`config.mk`:
```
export PLATFORM = sky130hd
export DESIGN_NAME = xpc_host_ctrl
export DESIGN_NICKNAME = d
export VERILOG_FILES = /design/src/hw/xpc_pkg.sv /design/src/hw/xpc_host_ctrl.sv
export SDC_FILE = /design/constraint.sdc
export NUM_CORES = 1
export LEC_CHECK = 0
export BUFFER_PORTS_ARGS = -buffer_cell sky130_fd_sc_hd__buf_2
export CAP_MARGIN = 20
export CORE_ASPECT_RATIO = 0.9
export CORE_MARGIN = 2
export CORE_UTILIZATION = 43
export CTS_BUF_LIST = sky130_fd_sc_hd__clkbuf_4 sky130_fd_sc_hd__clkbuf_8
export CTS_CLUSTER_SIZE = 24
export DETAILED_ROUTE_END_ITERATION = 10
export PLACE_DENSITY = 0.71
export RECOVER_POWER = 100
export SYNTH_ARGS = -nofsm -noshare
export SYNTH_HDL_FRONTEND = slang
export SYNTH_SLANG_ARGS = --single-unit
```
`constraint.sdc`:
```
create_clock -name i_clk -period 2.12 [get_ports i_clk]
set_clock_uncertainty 0.15 [all_clocks]
set_input_delay 0 -clock i_clk [delete_from_list [all_inputs] [get_ports i_clk]]
set_output_delay 0 -clock i_clk [all_outputs]
set_load 0.02 [all_outputs]
```
`src/hw/xpc_pkg.sv`:
```
// Purpose: Constants and types for the crosspoint control-port host controller
// Assumes: 125 MHz system clock; device pins are level sensitive
// Notes: Pin timing figures are conservative defaults, not device limits
package xpc_pkg;
  // ****************************************
  // Register map of the controller
  // ****************************************
  localparam logic [3:0] REG_CMD = 4'h0;
  localparam logic [3:0] REG_STATUS = 4'h1;
  localparam logic [3:0] REG_RBDATA = 4'h2;
  // Command word fields
  localparam int CMD_DATA_LSB = 0;
  localparam int CMD_ADDR_LSB = 8;
  localparam int CMD_BANK_BIT = 14;
  localparam int CMD_OP_LSB = 16;
  // Status word fields
  localparam int ST_BUSY_BIT = 0;
  localparam int ST_ERR_ADDR_BIT = 1;
  localparam int ST_ERR_RD_BIT = 2;
  localparam int ST_ERR_PROG_BIT = 3;
  localparam int ST_PROG_OK_BIT = 4;
  // Command opcodes
  localparam logic [1:0] OP_WRITE = 2'h0;
  localparam logic [1:0] OP_UPDATE = 2'h1;
  localparam logic [1:0] OP_READ = 2'h2;
  localparam logic [1:0] OP_RESET = 2'h3;
  // ****************************************
  // Device address and data codes
  // ****************************************
  localparam int NUM_OUTPUTS = 34;
  localparam logic [5:0] ADDR_LAST = 6'h21;
  localparam logic [5:0] ADDR_BCAST = 6'h3F;
  localparam logic [5:0] CODE_DISABLE = 6'h3F;
  localparam logic [3:0] CUR_RESET = 4'h7;
  // ****************************************
  // Pin timing
  // ****************************************
  localparam int CLK_MHZ = 125;
  localparam int SETUP_NS = 16;
  localparam int PULSE_NS = 24;
  localparam int RB_NS = 64;
  localparam int HOLD_NS = 16;
  localparam int RST_NS = 1000;
  // Least times round up, never below one cycle
  function automatic int ns2cyc(input int ns);
    int c;
    c = (ns * CLK_MHZ + 999) / 1000;
    return (c < 1) ? 1 : c;
  endfunction
  localparam logic [7:0] SETUP_CYC = 8'(ns2cyc(SETUP_NS));
  localparam logic [7:0] PULSE_CYC = 8'(ns2cyc(PULSE_NS));
  localparam logic [7:0] RB_CYC = 8'(ns2cyc(RB_NS));
  localparam logic [7:0] HOLD_CYC = 8'(ns2cyc(HOLD_NS));
  localparam logic [7:0] RST_CYC = 8'(ns2cyc(RST_NS));
  // Controller states
  typedef enum logic [2:0] {ST_IDLE, ST_PWRUP, ST_SETUP, ST_STROBE, ST_HOLD} xpc_state_e;
endpackage

```
`src/hw/xpc_host_ctrl.sv`:
```
// Purpose: Host controller that programs a dual-rank crosspoint over its parallel pins
// Assumes: Software issues one command at a time through the register port
// Notes: Readback data pass a two-flop synchroniser before sampling
`timescale 1ns/1ps
`default_nettype none
module xpc_host_ctrl (
  // Clock and reset
  input wire logic i_clk,
  input wire logic i_sys_rst,
  // Register port
  input wire logic [3:0] i_addr,
  input wire logic [31:0] i_wdata,
  input wire logic i_wr,
  input wire logic i_rd,
  output logic [31:0] o_rdata,
  // Device address and data pins
  output logic o_bank_select_bit,
  output logic [5:0] o_output_address,
  input wire logic [5:0] i_data_bits,
  output logic [5:0] o_data_bits,
  output logic o_data_bits_oe,
  // Device control pins, active low
  output logic o_first_rank_write_n,
  output logic o_update_n,
  output logic o_readback_enable_n,
  output logic o_chip_select_n,
  output logic o_reset_n
);
  // ****************************************
  // Declarations
  // ****************************************
  xpc_pkg::xpc_state_e state, next_state;
  logic [7:0] cnt, next_cnt;
  logic [1:0] op;
  logic [1:0] next_op;
  logic [5:0] d_meta, d_sync;
  logic [5:0] rb_data;
  logic err_addr, err_rd, err_prog;
  logic [33:0] prog_conn, prog_cur;
  wire cnt_done = (cnt == 8'h00);
  // ****************************************
  // Command decode
  // ****************************************
  wire [1:0] cmd_op = i_wdata[xpc_pkg::CMD_OP_LSB +: 2];
  wire [5:0] cmd_addr = i_wdata[xpc_pkg::CMD_ADDR_LSB +: 6];
  wire cmd_bank = i_wdata[xpc_pkg::CMD_BANK_BIT];
  wire [5:0] cmd_data = i_wdata[xpc_pkg::CMD_DATA_LSB +: 6];
  wire cmd_wr = i_wr && (i_addr == xpc_pkg::REG_CMD) && (state == xpc_pkg::ST_IDLE);
  wire stat_wr = i_wr && (i_addr == xpc_pkg::REG_STATUS);
  wire is_bcast = (cmd_addr == xpc_pkg::ADDR_BCAST);
  wire is_single = (cmd_addr <= xpc_pkg::ADDR_LAST);
  wire addr_ok = is_single || is_bcast;
  wire prog_ok = (&prog_conn) && (&prog_cur);
  // Refusals are checked here so the device never sees a bad request
  wire bad_wr = (cmd_op == xpc_pkg::OP_WRITE) && !addr_ok;
  wire bad_rd = (cmd_op == xpc_pkg::OP_READ) && !is_single;
  wire bad_upd = (cmd_op == xpc_pkg::OP_UPDATE) && !prog_ok;
  wire accept = cmd_wr && !bad_wr && !bad_rd && !bad_upd;
  wire [33:0] sel_mask = is_bcast ? {34{1'b1}} : (34'h1 << cmd_addr);
  wire wr_acc = accept && (cmd_op == xpc_pkg::OP_WRITE);
  // Upper data bits are don't-care in the current bank; drive them low
  wire [5:0] pin_data = cmd_bank ? {2'b00, cmd_data[3:0]} : cmd_data;
  // ****************************************
  // Sequencer
  // ****************************************
  // Each pin action is a level held for a counted time, not an edge
  always_comb begin
    next_state = state;
    next_cnt = cnt_done ? 8'h00 : cnt - 8'h01;
    next_op = accept ? cmd_op : op;
    case (state)
      xpc_pkg::ST_PWRUP: begin
        if (cnt_done) begin
          next_state = xpc_pkg::ST_IDLE;
        end
      end
      xpc_pkg::ST_IDLE: begin
        if (accept && cmd_op == xpc_pkg::OP_RESET) begin
          next_state = xpc_pkg::ST_PWRUP;
          next_cnt = xpc_pkg::RST_CYC - 8'h01;
        end else if (accept) begin
          next_state = xpc_pkg::ST_SETUP;
          next_cnt = xpc_pkg::SETUP_CYC - 8'h01;
        end
      end
      xpc_pkg::ST_SETUP: begin
        if (cnt_done) begin
          next_state = xpc_pkg::ST_STROBE;
          next_cnt = ((op == xpc_pkg::OP_READ) ? xpc_pkg::RB_CYC : xpc_pkg::PULSE_CYC) - 8'h01;
        end
      end
      xpc_pkg::ST_STROBE: begin
        if (cnt_done) begin
          next_state = xpc_pkg::ST_HOLD;
          next_cnt = xpc_pkg::HOLD_CYC - 8'h01;
        end
      end
      xpc_pkg::ST_HOLD: begin
        if (cnt_done) begin
          next_state = xpc_pkg::ST_IDLE;
        end
      end
      default: begin
        next_state = xpc_pkg::ST_IDLE;
      end
    endcase
  end
  // Next pin levels, all registered before reaching the pins
  wire nx_frame = (next_state == xpc_pkg::ST_SETUP) || (next_state == xpc_pkg::ST_STROBE) ||
                  (next_state == xpc_pkg::ST_HOLD);
  wire nx_strobe = (next_state == xpc_pkg::ST_STROBE);
  wire next_cs_n = !nx_frame;
  // Only one strobe per command, so write and readback never overlap
  wire next_we_n = !(nx_strobe && next_op == xpc_pkg::OP_WRITE);
  wire next_upd_n = !(nx_strobe && next_op == xpc_pkg::OP_UPDATE);
  wire next_re_n = !(nx_strobe && next_op == xpc_pkg::OP_READ);
  // Bus is released for the whole read frame, which gives turnaround margin
  wire next_oe = nx_frame && (next_op == xpc_pkg::OP_WRITE);
  wire next_reset_n = (next_state != xpc_pkg::ST_PWRUP);
  wire rb_take = (state == xpc_pkg::ST_STROBE) && cnt_done && (op == xpc_pkg::OP_READ);
  // State and pin registers; power-up starts with the reset pin held low
  always_ff @(posedge i_clk) begin
    if (i_sys_rst) begin
      state <= xpc_pkg::ST_PWRUP;
      cnt <= xpc_pkg::RST_CYC - 8'h01;
      op <= xpc_pkg::OP_RESET;
      o_chip_select_n <= 1'b1;
      o_first_rank_write_n <= 1'b1;
      o_update_n <= 1'b1;
      o_readback_enable_n <= 1'b1;
      o_data_bits_oe <= 1'b0;
      o_reset_n <= 1'b0;
    end else begin
      state <= next_state;
      cnt <= next_cnt;
      op <= next_op;
      o_chip_select_n <= next_cs_n;
      o_first_rank_write_n <= next_we_n;
      o_update_n <= next_upd_n;
      o_readback_enable_n <= next_re_n;
      o_data_bits_oe <= next_oe;
      o_reset_n <= next_reset_n;
    end
  end
  // Address and data stay stable through setup, strobe and hold
  always_ff @(posedge i_clk) begin
    if (i_sys_rst) begin
      o_bank_select_bit <= 1'b0;
      o_output_address <= 6'h00;
      o_data_bits <= 6'h00;
    end else if (accept) begin
      o_bank_select_bit <= cmd_bank;
      o_output_address <= cmd_addr;
      o_data_bits <= pin_data;
    end
  end
  // ****************************************
  // Readback path
  // ****************************************
  // Pins are asynchronous to us; first flop feeds only the second
  always_ff @(posedge i_clk) begin
    d_meta <= i_data_bits;
    d_sync <= d_meta;
  end
  // Sample late in the strobe so the two-flop lag is covered
  always_ff @(posedge i_clk) begin
    if (i_sys_rst) begin
      rb_data <= 6'h00;
    end else if (rb_take) begin
      rb_data <= d_sync;
    end
  end
  // ****************************************
  // Programming tracker and status
  // ****************************************
  // A device reset leaves first rank known, but we still demand full programming
  always_ff @(posedge i_clk) begin
    if (i_sys_rst || (next_state == xpc_pkg::ST_PWRUP)) begin
      prog_conn <= 34'h0;
      prog_cur <= 34'h0;
    end else if (wr_acc && !cmd_bank) begin
      prog_conn <= prog_conn | sel_mask;
    end else if (wr_acc) begin
      prog_cur <= prog_cur | sel_mask;
    end
  end
  // Sticky errors; a new error in the clearing cycle wins
  always_ff @(posedge i_clk) begin
    if (i_sys_rst) begin
      err_addr <= 1'b0;
      err_rd <= 1'b0;
      err_prog <= 1'b0;
    end else begin
      err_addr <= (cmd_wr && bad_wr) || (err_addr && !(stat_wr && i_wdata[xpc_pkg::ST_ERR_ADDR_BIT]));
      err_rd <= (cmd_wr && bad_rd) || (err_rd && !(stat_wr && i_wdata[xpc_pkg::ST_ERR_RD_BIT]));
      err_prog <= (cmd_wr && bad_upd) || (err_prog && !(stat_wr && i_wdata[xpc_pkg::ST_ERR_PROG_BIT]));
    end
  end
  // Read mux; unmapped addresses and idle cycles read zero
  wire [31:0] stat_word = {27'h0, prog_ok, err_prog, err_rd, err_addr, state != xpc_pkg::ST_IDLE};
  wire [31:0] rd_mux = (i_addr == xpc_pkg::REG_STATUS) ? stat_word :
                       (i_addr == xpc_pkg::REG_RBDATA) ? {26'h0, rb_data} : 32'h0;
  always_ff @(posedge i_clk) begin
    if (i_sys_rst) begin
      o_rdata <= 32'h0;
    end else begin
      o_rdata <= i_rd ? rd_mux : 32'h0;
    end
  end
  // ****************************************
  // Assertions
  // ****************************************
  localparam int k_pw = xpc_pkg::PULSE_CYC;
  localparam int k_rb = xpc_pkg::RB_CYC;
  localparam int k_su = xpc_pkg::SETUP_CYC;
endmodule
`default_nettype wire

```
==> reports/results.ini, run 1 <==
[pwr]
p_comb_share_pct = 9.0
power.total_mw = 4.93
static-leakage-power_nw = 2.74
peakVddDrop_uv = 556
swShare_pct = 26.8
p_seq_share_pct = 49.2
p_clk_share_pct = 41.8
pwr_density_cell_mw_per_mm2 = 649
netSwitchingPower_mw = 1.32
internal_power_mw = 3.61

[sta]
slew_viol_final = 0
max_clock_freq_ghz = 0.456
whs_ps = 34.8
period_needed_ps = 2190
hold_viol = 0
fin_tns_setup_ps = -866
rsz0062_at_grt = true
setup_ws_ps = -71.8
min_period_over_period_pct = 103
setup_violations = 35

[job]
cap_violations = 0

[cells_and_area]
regArea_sq_mm = 0.00255
multi_input_area_sq_mm = 0.00314
diodes = 0
final_util_pct = 59.6
syn_to_final_growth_pct = 34.9
drive_gt1_share_pct = 27.1
nNetsFinal = 843
n_fill_cell = 1008

[detailed_routing]
first_iter_violations = 791
antenna_left = 0
viasPerCell = 5.74
wl_per_cell_um = 17.6
first_pass_iters = 5
vias = 5581
drt_wl_total_mm = 17.1
drc = 0

[worst_setup_path]
crit_chain = nand4_1, nor4_2, buf_4, nand2_4, o311a_4, buf_8, o21ai_0, a21oi_1
end_kind = flip-flop
startpoint_type = flip-flop
path_max_fanout = 14
critical_path.slowest_cell = o311a_4
cp_slowest_stage_delay_ps = 390
crit_arrival_ps = 2370
worst_ep_required_time_ps = 2290
critical_path_buf_inv_count = 2
cpLargestDelayFamily = compound AO/OA/AOI/OAI gates
crit_type = reg2reg

[grt]
antenna_found_initial = 0
grt_pass1_wl_mm = 25.0
grt_pass1_vias = 5025
grt.total_usage_pct = 21.9
grt_max_degree = 44
grt_overflow = 0

[clocking]
cts_made_buffers = 17
cts_sinks = 127
cts_buffer_depth = 2
htree_levels = 4
cts_tree = built
clock_latency_ps = 440
cts_root_buf = clkbuf_8
path_clk_slew_ps = 80

[yosys]
syn-cell-area_sq_mm = 0.00563
synth_ff_type = dfxtp_1
seq_area_frac_synth_pct = 45.2
synth_top_area_share_pct = 45.2
async_flop_share_pct = 0
netlist_instances = 669
ys.warnings.count = 0
syn_area_per_cell_sq_um = 8.41
yosys-top-cells-area = dfxtp_1 45%, a21oi_1 6.5%, nor2_1 6.5%
synth_edf_count = 0
yosys.area.top_type = dfxtp_1
synth.distinct_cells = 61
ys_ff_latch = 127

[floorplanning]
die_y_um = 113
initial_utilization_pct = 44.2
dieArea_sq_mm = 0.0140
ios = 97
num_rows = 39
core_area_sq_mm = 0.0127
die_x_um = 125

[placed_design]
pre_cts_slack_ps = -177
hpwlAfterDp_mm = 10.4
gp_congestion = 0.888
port_buffers = 53

[run_status]
status = complete, but fails checks
violations = setup timing

[hold_path]
min-delay-path-class = in2reg

logic make-up after synthesis:
logic type               synth area share, %
AO/OA/AOI/OAI                           20.0
XOR/XNOR                               0.778
adder cells (fa/ha/maj)                0.445
buffers and inverters                   8.36
flip-flops                              45.2
multiplexers                            1.42
other                                 0.0666
AND/OR/NAND/NOR                         23.7
layout make-up:
cell class | instances | area share [%]
clock buffers | 19 | 3.44
clock inverters | 13 | 1.70
inverters | 9 | 0.610
multi-input cells | 483 | 41.3
flip-flops and latches | 127 | 33.6
well taps | 164 | 2.70
repair buffers | 155 | 16.4
repair inverters | 2 | 0.264
synth_stat cells, types with 10 or more instances:
master      n
o21ai_0    28
nand2_1    25
o21a_1     26
a31oi_1    10
dfxtp_1   127
a21oi_1    73
nand4_1    25
and2_1     11
nor2_1     97
buf_4      28
nand3_1    40
buf_2      14
clkbuf_1   28
nor3_1     16
or3_1      10
power by group through the flow:
stage / Sequential, mW / Clock (mW) / Combinational (mW)
6_report: 2.43 / 2.06 / 0.443
5_1_grt: 2.43 / 2.20 / 0.476
4_1_cts: 2.43 / 2.08 / 0.406
3_5_place_dp: 2.48 / 0 / 0.358
3_3_place_gp: 2.48 / 0 / 0.350
2_1_floorplan: 2.48 / 0 / 0.258
cells in the final DEF (no fill, tap or decap), types with 9 or more instances in the layout:
master	Yosys	routed
dfxtp_1	127	121
a21oi_1	73	67
nor2_1	97	62
buf_4	28	54
nand3_1	40	39
nor2_4	0	32
dlygate4sd3_1	0	31
buf_2	14	27
o21a_1	26	26
conb_1	1	26
clkbuf_1	28	26
nand4_1	25	25
o21ai_0	28	24
nand2_1	25	23
clkbuf_8	0	19
nor3_1	16	15
a31oi_1	10	10
or3_1	10	9
routing by layer:
layer | global-route usage, % | vias to the layer above | part of all wire [%]
met5 | 0 | - | 0
met4 | 7.19 | 0 | 2.8
met3 | 5.53 | 45 | 8.8
met2 | 36.6 | 306 | 48
met1 | 28.0 | 2642 | 40
li1 | - | 2588 | -
worst paths after layout:
path | start | endpoint | slack (ps) | depth (start not counted)
setup / recovery | prog_cur[0] | o_data_bits[4] | -70 | 8
hold / removal | i_data_bits[4] | d_meta[4] | 30 | 2
setup reg to reg | prog_cur[0] | o_data_bits[4] | -70 | 8
hold reg to reg | d_meta[1] | d_sync[1] | 180 | 0
metrics by stage:
stage	std cells	instance area [sq um]
floorplan	694	5740
global placement	891	6220
detailed placement	891	6220
CTS	955	6990
global route	972	7590
finish	972	7590
state kept, by name, indices dropped and copies added (netlist names), 2 cells and up:
| signal | cells |
|---|---|
| o_data_bits | 6 |
| cnt | 8 |
| rb_data | 6 |
| d_sync | 6 |
| d_meta | 6 |
| state | 3 |
| prog_cur | 34 |
| prog_conn | 34 |
| op | 2 |
| o_rdata | 6 |
| o_output_address | 6 |
repair_timing:
action | in CTS | in global routing
resized for setup | 17 | 110
hold buffers | 31 | 0
hold endpoints to repair | 48 | 0
setup endpoints to repair | 105 | 105
setup buffers | 1 | 8
cloned | 0 | 9
pin swaps | 6 | 51
worst reg2reg max path: stages (launching register included):
cell and delay (ps):
dfxtp_2 330, nand4_1 160, nor4_2 350, buf_4 180, nand2_4 50, o311a_4 390, buf_8 160, o21ai_0 200
a21oi_1 100
(Power assumes the default switching activity.)
==> run 2, diff against run 1 <==
--- a/config.mk
+++ b/config.mk
@@ -7,7 +7,7 @@
 export LEC_CHECK = 0
 export BUFFER_PORTS_ARGS = -buffer_cell sky130_fd_sc_hd__buf_2
 export CAP_MARGIN = 20
-export CORE_ASPECT_RATIO = 0.9
+export CORE_ASPECT_RATIO = 1.2
 export CORE_MARGIN = 2
 export CORE_UTILIZATION = 43
 export CTS_BUF_LIST = sky130_fd_sc_hd__clkbuf_4 sky130_fd_sc_hd__clkbuf_8
@@ -15,6 +15,7 @@
 export DETAILED_ROUTE_END_ITERATION = 10
 export PLACE_DENSITY = 0.71
 export RECOVER_POWER = 100
+export SLEW_MARGIN = 40
 export SYNTH_ARGS = -nofsm -noshare
 export SYNTH_HDL_FRONTEND = slang
 export SYNTH_SLANG_ARGS = --single-unit
==> run 2 against run 1 <==
The flow still finishes with violations (setup timing). Combinational power up 2%. Worst hold slack worse by 19 ps. Utilization down 1.2 points. Critical path depth up 2. Register-to-register slack better by 30 ps.
==> reports/results.ini, run 2 (same netlist as run 1, synthesis figures left out) <==
[floorplanning]
dieArea_sq_mm = 0.0140  ; about the same
core_area_sq_mm = 0.0127  ; about the same
ios = 97  ; unchanged
die_y_um = 129  ; was 113 um
initial_utilization_pct = 44.2  ; about the same
die_x_um = 108  ; was 125 um
num_rows = 45  ; was 39

[sta]
worst_pin_slew_ps = 522
rsz0062_at_grt = true  ; unchanged
slew_viol_final = 0  ; unchanged
setup_ws_ps = -37.6  ; was -71.8 ps
setup_violations = 39  ; was 35
min_period_over_period_pct = 102  ; was 103%
fin_tns_setup_ps = -686  ; was -866 ps
hold_viol = 0  ; unchanged
period_needed_ps = 2160  ; was 2190 ps
max-slew-margin-rel_pct = 65.2
max_clock_freq_ghz = 0.463  ; was 0.456 GHz

[clocking]
path_clk_slew_ps = 100  ; was 80 ps
cts_root_buf = clkbuf_8  ; unchanged
htree_levels = 4  ; unchanged
cts_made_buffers = 17  ; unchanged
cts_sinks = 127  ; unchanged
clock_latency_ps = 460  ; was 440 ps
cts_buffer_depth = 2  ; unchanged
cts_tree = built  ; unchanged

[placed_design]
hpwlAfterDp_mm = 10.6  ; was 10.4 mm
pre_cts_slack_ps = -145  ; was -177 ps
place_area_sq_mm = 0.00621  ; was 0.00622 sq mm
dp.cells = 888  ; was 891
gp_congestion = 0.908  ; was 0.888
port_buffers = 53  ; unchanged

[cells_and_area]
finalNonFillerCells = 967  ; was 972
drive_gt1_share_pct = 25.4  ; was 27.1%
nNetsFinal = 838  ; was 843
top_regs = prog_conn x34, prog_cur x34, cnt x8  ; unchanged
fin_area_sq_mm = 0.00744  ; was 0.00759 sq mm
diodes = 0  ; unchanged
syn_to_final_growth_pct = 32.1  ; was 34.9%
final_common_cell = dfxtp_1  ; unchanged
final_cell_mix = 118 x dfxtp_1, 90 x nor2_1, 63 x a21oi_1, 45 x buf_4, 33 x nand3_1  ; was 121 x dfxtp_1, 67 x a21oi_1, 62 x nor2_1, 54 x buf_4, 39 x nand3_1

[grt]
grt_pass1_vias = 5135  ; was 5025
grt_max_degree = 44  ; unchanged
grt_overflow = 0  ; unchanged
grt_pass1_wl_mm = 24.4  ; was 25.0 mm
grt.total_usage_pct = 22.1  ; was 21.9%
antenna_found_initial = 0  ; unchanged

[detailed_routing]
drc = 0  ; unchanged
wl_met1_mm = 6.80  ; was 6.88 mm
first_pass_iters = 5  ; unchanged
first_iter_violations = 534  ; was 791
antenna_left = 0  ; unchanged
top_layer_used = met4  ; unchanged
drt_wl_total_mm = 17.2  ; was 17.1 mm
wl_per_cell_um = 17.8  ; was 17.6 um
vias = 5593  ; was 5581
viasPerCell = 5.78  ; was 5.74
route.met2.wl_mm = 8.46  ; was 8.28 mm
route.met3.wl_mm = 1.34  ; was 1.50 mm

[hold_path]
worstHoldStart = i_data_bits[5]  ; was i_data_bits[4]
min-delay-path-class = in2reg  ; unchanged

[pwr]
pwr_density_cell_mw_per_mm2 = 667  ; was 649 mW/mm^2
static-leakage-power_nw = 2.75  ; was 2.74 nW
peakVddDrop_uv = 380  ; was 556 uV
power.total_mw = 4.96  ; was 4.93 mW

[worst_setup_path]
crit_arrival_ps = 2400  ; was 2370 ps
worst_ep_required_time_ps = 2360  ; was 2290 ps
crit_chain = inv_2, ha_1, nor3b_2, and2_4, mux2i_4, o21ai_2, and2_4, buf_12, clkbuf_16, nor2_1  ; was nand4_1, nor4_2, buf_4, nand2_4, o311a_4, buf_8, o21ai_0, a21oi_1
path_max_fanout = 6  ; was 14
crit_type = reg2reg  ; unchanged
end_kind = flip-flop  ; unchanged
rr_endpoint = prog_cur[30]  ; was o_data_bits[4]
crit_top_cell = and2_4
endpoint = prog_cur[30]  ; was o_data_bits[4]
r2r_cells = 10  ; was 8
cp_slowest_stage_delay_ps = 330  ; was 390 ps
cp-startpoint = cnt[1]  ; was prog_cur[0]
r2r-start = cnt[1]  ; was prog_cur[0]
startpoint_type = flip-flop  ; unchanged
reg2reg_slack_ps = -40  ; was -70 ps
critical_path.slowest_cell = dfxtp_1  ; was o311a_4

[run_status]
status = complete, but fails checks  ; unchanged
violations = setup timing  ; unchanged

[job]
cap_violations = 0  ; unchanged

run 2: changes by cell type in the layout (fill, tap and decap cells not counted), moves of 4 or more:
cell and change:
nand3_1 -6, buf_6 +7, a21oi_2 +5, inv_8 +5, buf_8 -4, buf_4 -9
o21ai_1 +5, nor2_1 +28, nand3_2 +5, nor2_4 -30, a21oi_1 -4, o21ai_0 -7
run 2: layout make-up:
| type | count | area, sq um |
|---|---|---|
| Fill cell | 1114 | 5290 |
| Timing Repair Buffer | 150 | 1200 |
| Clock inverter | 15 | 163 |
| Multi-Input combinational cell | 483 | 3010 |
| Tap cell | 164 | 205 |
| Timing Repair inverter | 2 | 25.0 |
| Inverter | 9 | 46.3 |
| Sequential cell | 127 | 2550 |
| Clock buffer | 17 | 234 |
run 2: where the power goes:
group	leakage, nW	switching, mW	internal (mW)
clock network	0.200	1.19	0.894
registers	1.03	0.0161	2.41
logic	1.52	0.272	0.178
run 2: metrics by stage:
stage | utilization, % | hold slack (ps)
4_1_cts | 54.5 | 3.19
3_3_place_gp | 48.8 | -45.0
6_report | 58.4 | 15.9
3_5_place_dp | 48.8 | -45.7
5_1_grt | 58.4 | -0.431
2_1_floorplan | - | -122
run 2: worst max-delay path, delay by kind of cell (launching register included):
family	cells	cell delay (ps)
adders and majority gates	1	160
muxes	1	250
and+or+nand+nor	4	760
DFF	1	330
buffers and inverters	3	360
AOI/OAI and AO/OA	1	80
run 2: metal layers:
metal  global-route usage (%)  up-vias
met5                        0        -
met1                     25.7     2662
li1                         -     2580
met2                     38.4      293
met4                     10.2        0
met3                     4.93       58
run 2: worst min path at each step:
stage	endpoint	depth (start not counted)	slack [ps]
4_1_cts	state[1]	6	3
3_5_place_dp	d_meta[2]	1	-50
6_report	d_meta[5]	2	20
2_1_floorplan	d_meta[0]	0	-120
3_3_place_gp	d_meta[5]	1	-40
5_1_grt	d_meta[5]	2	-0.4
run 2: repair_timing:
item / 4_1_cts / 5_1_grt
gates resized for setup: 15 / 88
endpoints found under the hold margin: 53 / 5
pin swaps: 7 / 32
cloned: 0 / 9
endpoints found under the setup margin: 97 / 88
hold buffers: 30 / 2
setup buffers: 0 / 7
==> run 3, diff against run 2 <==
--- a/config.mk
+++ b/config.mk
@@ -5,7 +5,6 @@
 export SDC_FILE = /design/constraint.sdc
 export NUM_CORES = 1
 export LEC_CHECK = 0
-export BUFFER_PORTS_ARGS = -buffer_cell sky130_fd_sc_hd__buf_2
 export CAP_MARGIN = 20
 export CORE_ASPECT_RATIO = 1.2
 export CORE_MARGIN = 2
@@ -13,7 +12,8 @@
 export CTS_BUF_LIST = sky130_fd_sc_hd__clkbuf_4 sky130_fd_sc_hd__clkbuf_8
 export CTS_CLUSTER_SIZE = 24
 export DETAILED_ROUTE_END_ITERATION = 10
-export PLACE_DENSITY = 0.71
+export DONT_BUFFER_PORTS = 1
+export PLACE_DENSITY = 0.65
 export RECOVER_POWER = 100
 export SLEW_MARGIN = 40
 export SYNTH_ARGS = -nofsm -noshare
==> run 3 against run 2 <==
Combinational power shrank 2%. Utilization rose by 0.13 points. Final area rose by 0.22%. The flow finishes with violations (hold timing, setup timing). Largest power group unchanged. Largest cell class unchanged. Highest routed layer is now met5. Via count shrank 2.1%. Worst hold slack got worse by 420 ps. Fmax down 0.42%.
==> reports/results.ini, run 3 (same netlist as run 1, synthesis figures left out) <==
[run_status]
status = complete, but fails checks  ; unchanged
violations = hold timing, setup timing  ; was setup timing

[sta]
whs_ps = -408  ; was 15.9 ps
hold_viol = 13  ; was 0
max_clock_freq_ghz = 0.462  ; was 0.463 GHz
setup_violations = 3  ; was 39
slew_viol_final = 0  ; unchanged
rsz0062_at_grt = true  ; unchanged
fin_tns_setup_ps = -62.8  ; was -686 ps
worst_pin_slew_ps = 835  ; was 522 ps
setup_ws_ps = -46.6  ; was -37.6 ps
period_needed_ps = 2170  ; was 2160 ps
max-slew-margin-rel_pct = 44.3  ; was 65.2%
min_period_over_period_pct = 102  ; about the same

[cells_and_area]
finalNonFillerCells = 941  ; was 967
n_fill_cell = 1088  ; was 1114
multi_input_area_sq_mm = 0.00298  ; was 0.00301 sq mm
syn_to_final_growth_pct = 32.4  ; was 32.1%
diodes = 0  ; unchanged
final_common_cell = dfxtp_1  ; unchanged
final_util_pct = 58.6  ; was 58.4%
regArea_sq_mm = 0.00256  ; was 0.00255 sq mm
top_regs = prog_conn x34, prog_cur x34, cnt x8  ; unchanged
nNetsFinal = 812  ; was 838
final_cell_mix = 109 x dfxtp_1, 92 x nor2_1, 62 x a21oi_1, 60 x dlygate4sd3_1, 44 x buf_4  ; was 118 x dfxtp_1, 90 x nor2_1, 63 x a21oi_1, 45 x buf_4, 33 x nand3_1
drive_gt1_share_pct = 23.4  ; was 25.4%

[clocking]
cts_buffer_depth = 2  ; unchanged
htree_levels = 4  ; unchanged
clock_latency_ps = 450  ; was 460 ps
cts_root_buf = clkbuf_8  ; unchanged
cts_tree = built  ; unchanged
cts_made_buffers = 17  ; unchanged
path_clk_slew_ps = 80  ; was 100 ps
cts_sinks = 127  ; unchanged

[placed_design]
hpwlAfterDp_mm = 10.2  ; was 10.6 mm
pre_cts_slack_ps = -218  ; was -145 ps
dp.cells = 831  ; was 888
gp_congestion = 0.886  ; was 0.908
port_buffers = 0  ; was 53

[detailed_routing]
first_iter_violations = 516  ; was 534
viasPerCell = 5.82  ; was 5.78
drc = 0  ; unchanged
drt_wl_total_mm = 16.8  ; was 17.2 mm
first_pass_iters = 5  ; unchanged
vias = 5473  ; was 5593
antenna_left = 0  ; unchanged
wl_per_cell_um = 17.9  ; was 17.8 um

[floorplanning]
num_rows = 45  ; unchanged
die_y_um = 129  ; unchanged
initial_utilization_pct = 44.2  ; unchanged
dieArea_sq_mm = 0.0140  ; unchanged
ios = 97  ; unchanged
core_area_sq_mm = 0.0127  ; unchanged
die_x_um = 108  ; unchanged

[job]
cap_violations = 0  ; unchanged

[worst_setup_path]
crit_type = reg2reg  ; unchanged
path_max_fanout = 7  ; was 6
crit_arrival_ps = 2410  ; was 2400 ps
worst_ep_required_time_ps = 2360  ; about the same
end_kind = flip-flop  ; unchanged
startpoint_type = flip-flop  ; unchanged

[grt]
grt_pass1_vias = 5115  ; was 5135
antenna_found_initial = 1  ; was 0
grt_pass1_wl_mm = 25.1  ; was 24.4 mm
grt_overflow = 0  ; unchanged
grt_max_degree = 44  ; unchanged
grt.total_usage_pct = 22.9  ; was 22.1%

[pwr]
peakVddDrop_uv = 383  ; was 380 uV
pwr_density_cell_mw_per_mm2 = 661  ; was 667 mW/mm^2
static-leakage-power_nw = 2.69  ; was 2.75 nW
power.total_mw = 4.93  ; was 4.96 mW

[hold_path]
min-delay-path-class = in2reg  ; unchanged

## run 3: cell types whose count changed in the layout (fill, tap and decap cells not counted), sizes merged
cell,change
clkinv,+1
dlygate4sd3,+29
clkbuf,-27
inv,-2
dlymetal6s4s,+3
buf,-31
bufinv,+1
## run 3: repair_timing
item	in CTS	in global routing
endpoints found under the setup margin	104	96
buffers inserted	1	4
gates cloned	1	5
resized for setup	23	82
hold buffers	51	16
pin swaps	5	24
hold endpoints to repair	121	46
## run 3: critical path: stages (launching register included)
cell	delay, ps
dfxtp_2	330
nand4_1	150
nor4_2	350
buf_4	170
nand2_4	60
buf_6	120
o311ai_4	270
buf_6	200
nand4b_1	130
a21oi_1	170
## run 3: final timing paths
kind | startpoint | to | slack (ps) | depth (start not counted)
max | prog_conn[33] | o_data_bits[4] | -50 | 9
min | i_wdata[8] | prog_conn[33] | -410 | 2
min reg2reg | d_meta[2] | d_sync[2] | 180 | 0
max reg2reg | prog_conn[33] | o_data_bits[4] | -50 | 9
## run 3: power breakdown
group / internal (mW) / total [mW] / switching [mW]
Sequential: 2.41 / 2.43 / 0.0161
Clock: 0.996 / 2.06 / 1.06
Combinational: 0.191 / 0.439 / 0.248
Total: 3.60 / 4.93 / 1.33
## run 3: layout make-up
type                       count  area share, %
clock buffer                  18           3.32
clock inverter                14           1.95
inverter                       9          0.621
multi-input combinational    483           39.9
sequential                   127           34.4
tap                          164           2.75
timing repair buffer         123           16.4
timing repair inverter         3          0.588
## run 3: per-stage QoR
step | hold slack (ps) | instance area, sq um
2_1_floorplan | -122 | 5740
3_3_place_gp | -122 | 5900
3_5_place_dp | -122 | 5900
4_1_cts | -447 | 6920
5_1_grt | -432 | 7450
6_report | -408 | 7450
## run 3: metal layers
layer	track usage (%)	part of all wire (%)	up-vias
li1	-	-	2530
met1	26.2	38	2601
met2	38.3	49	269
met3	6.19	8.1	71
met4	13.1	4.7	2
met5	0	0.065	-
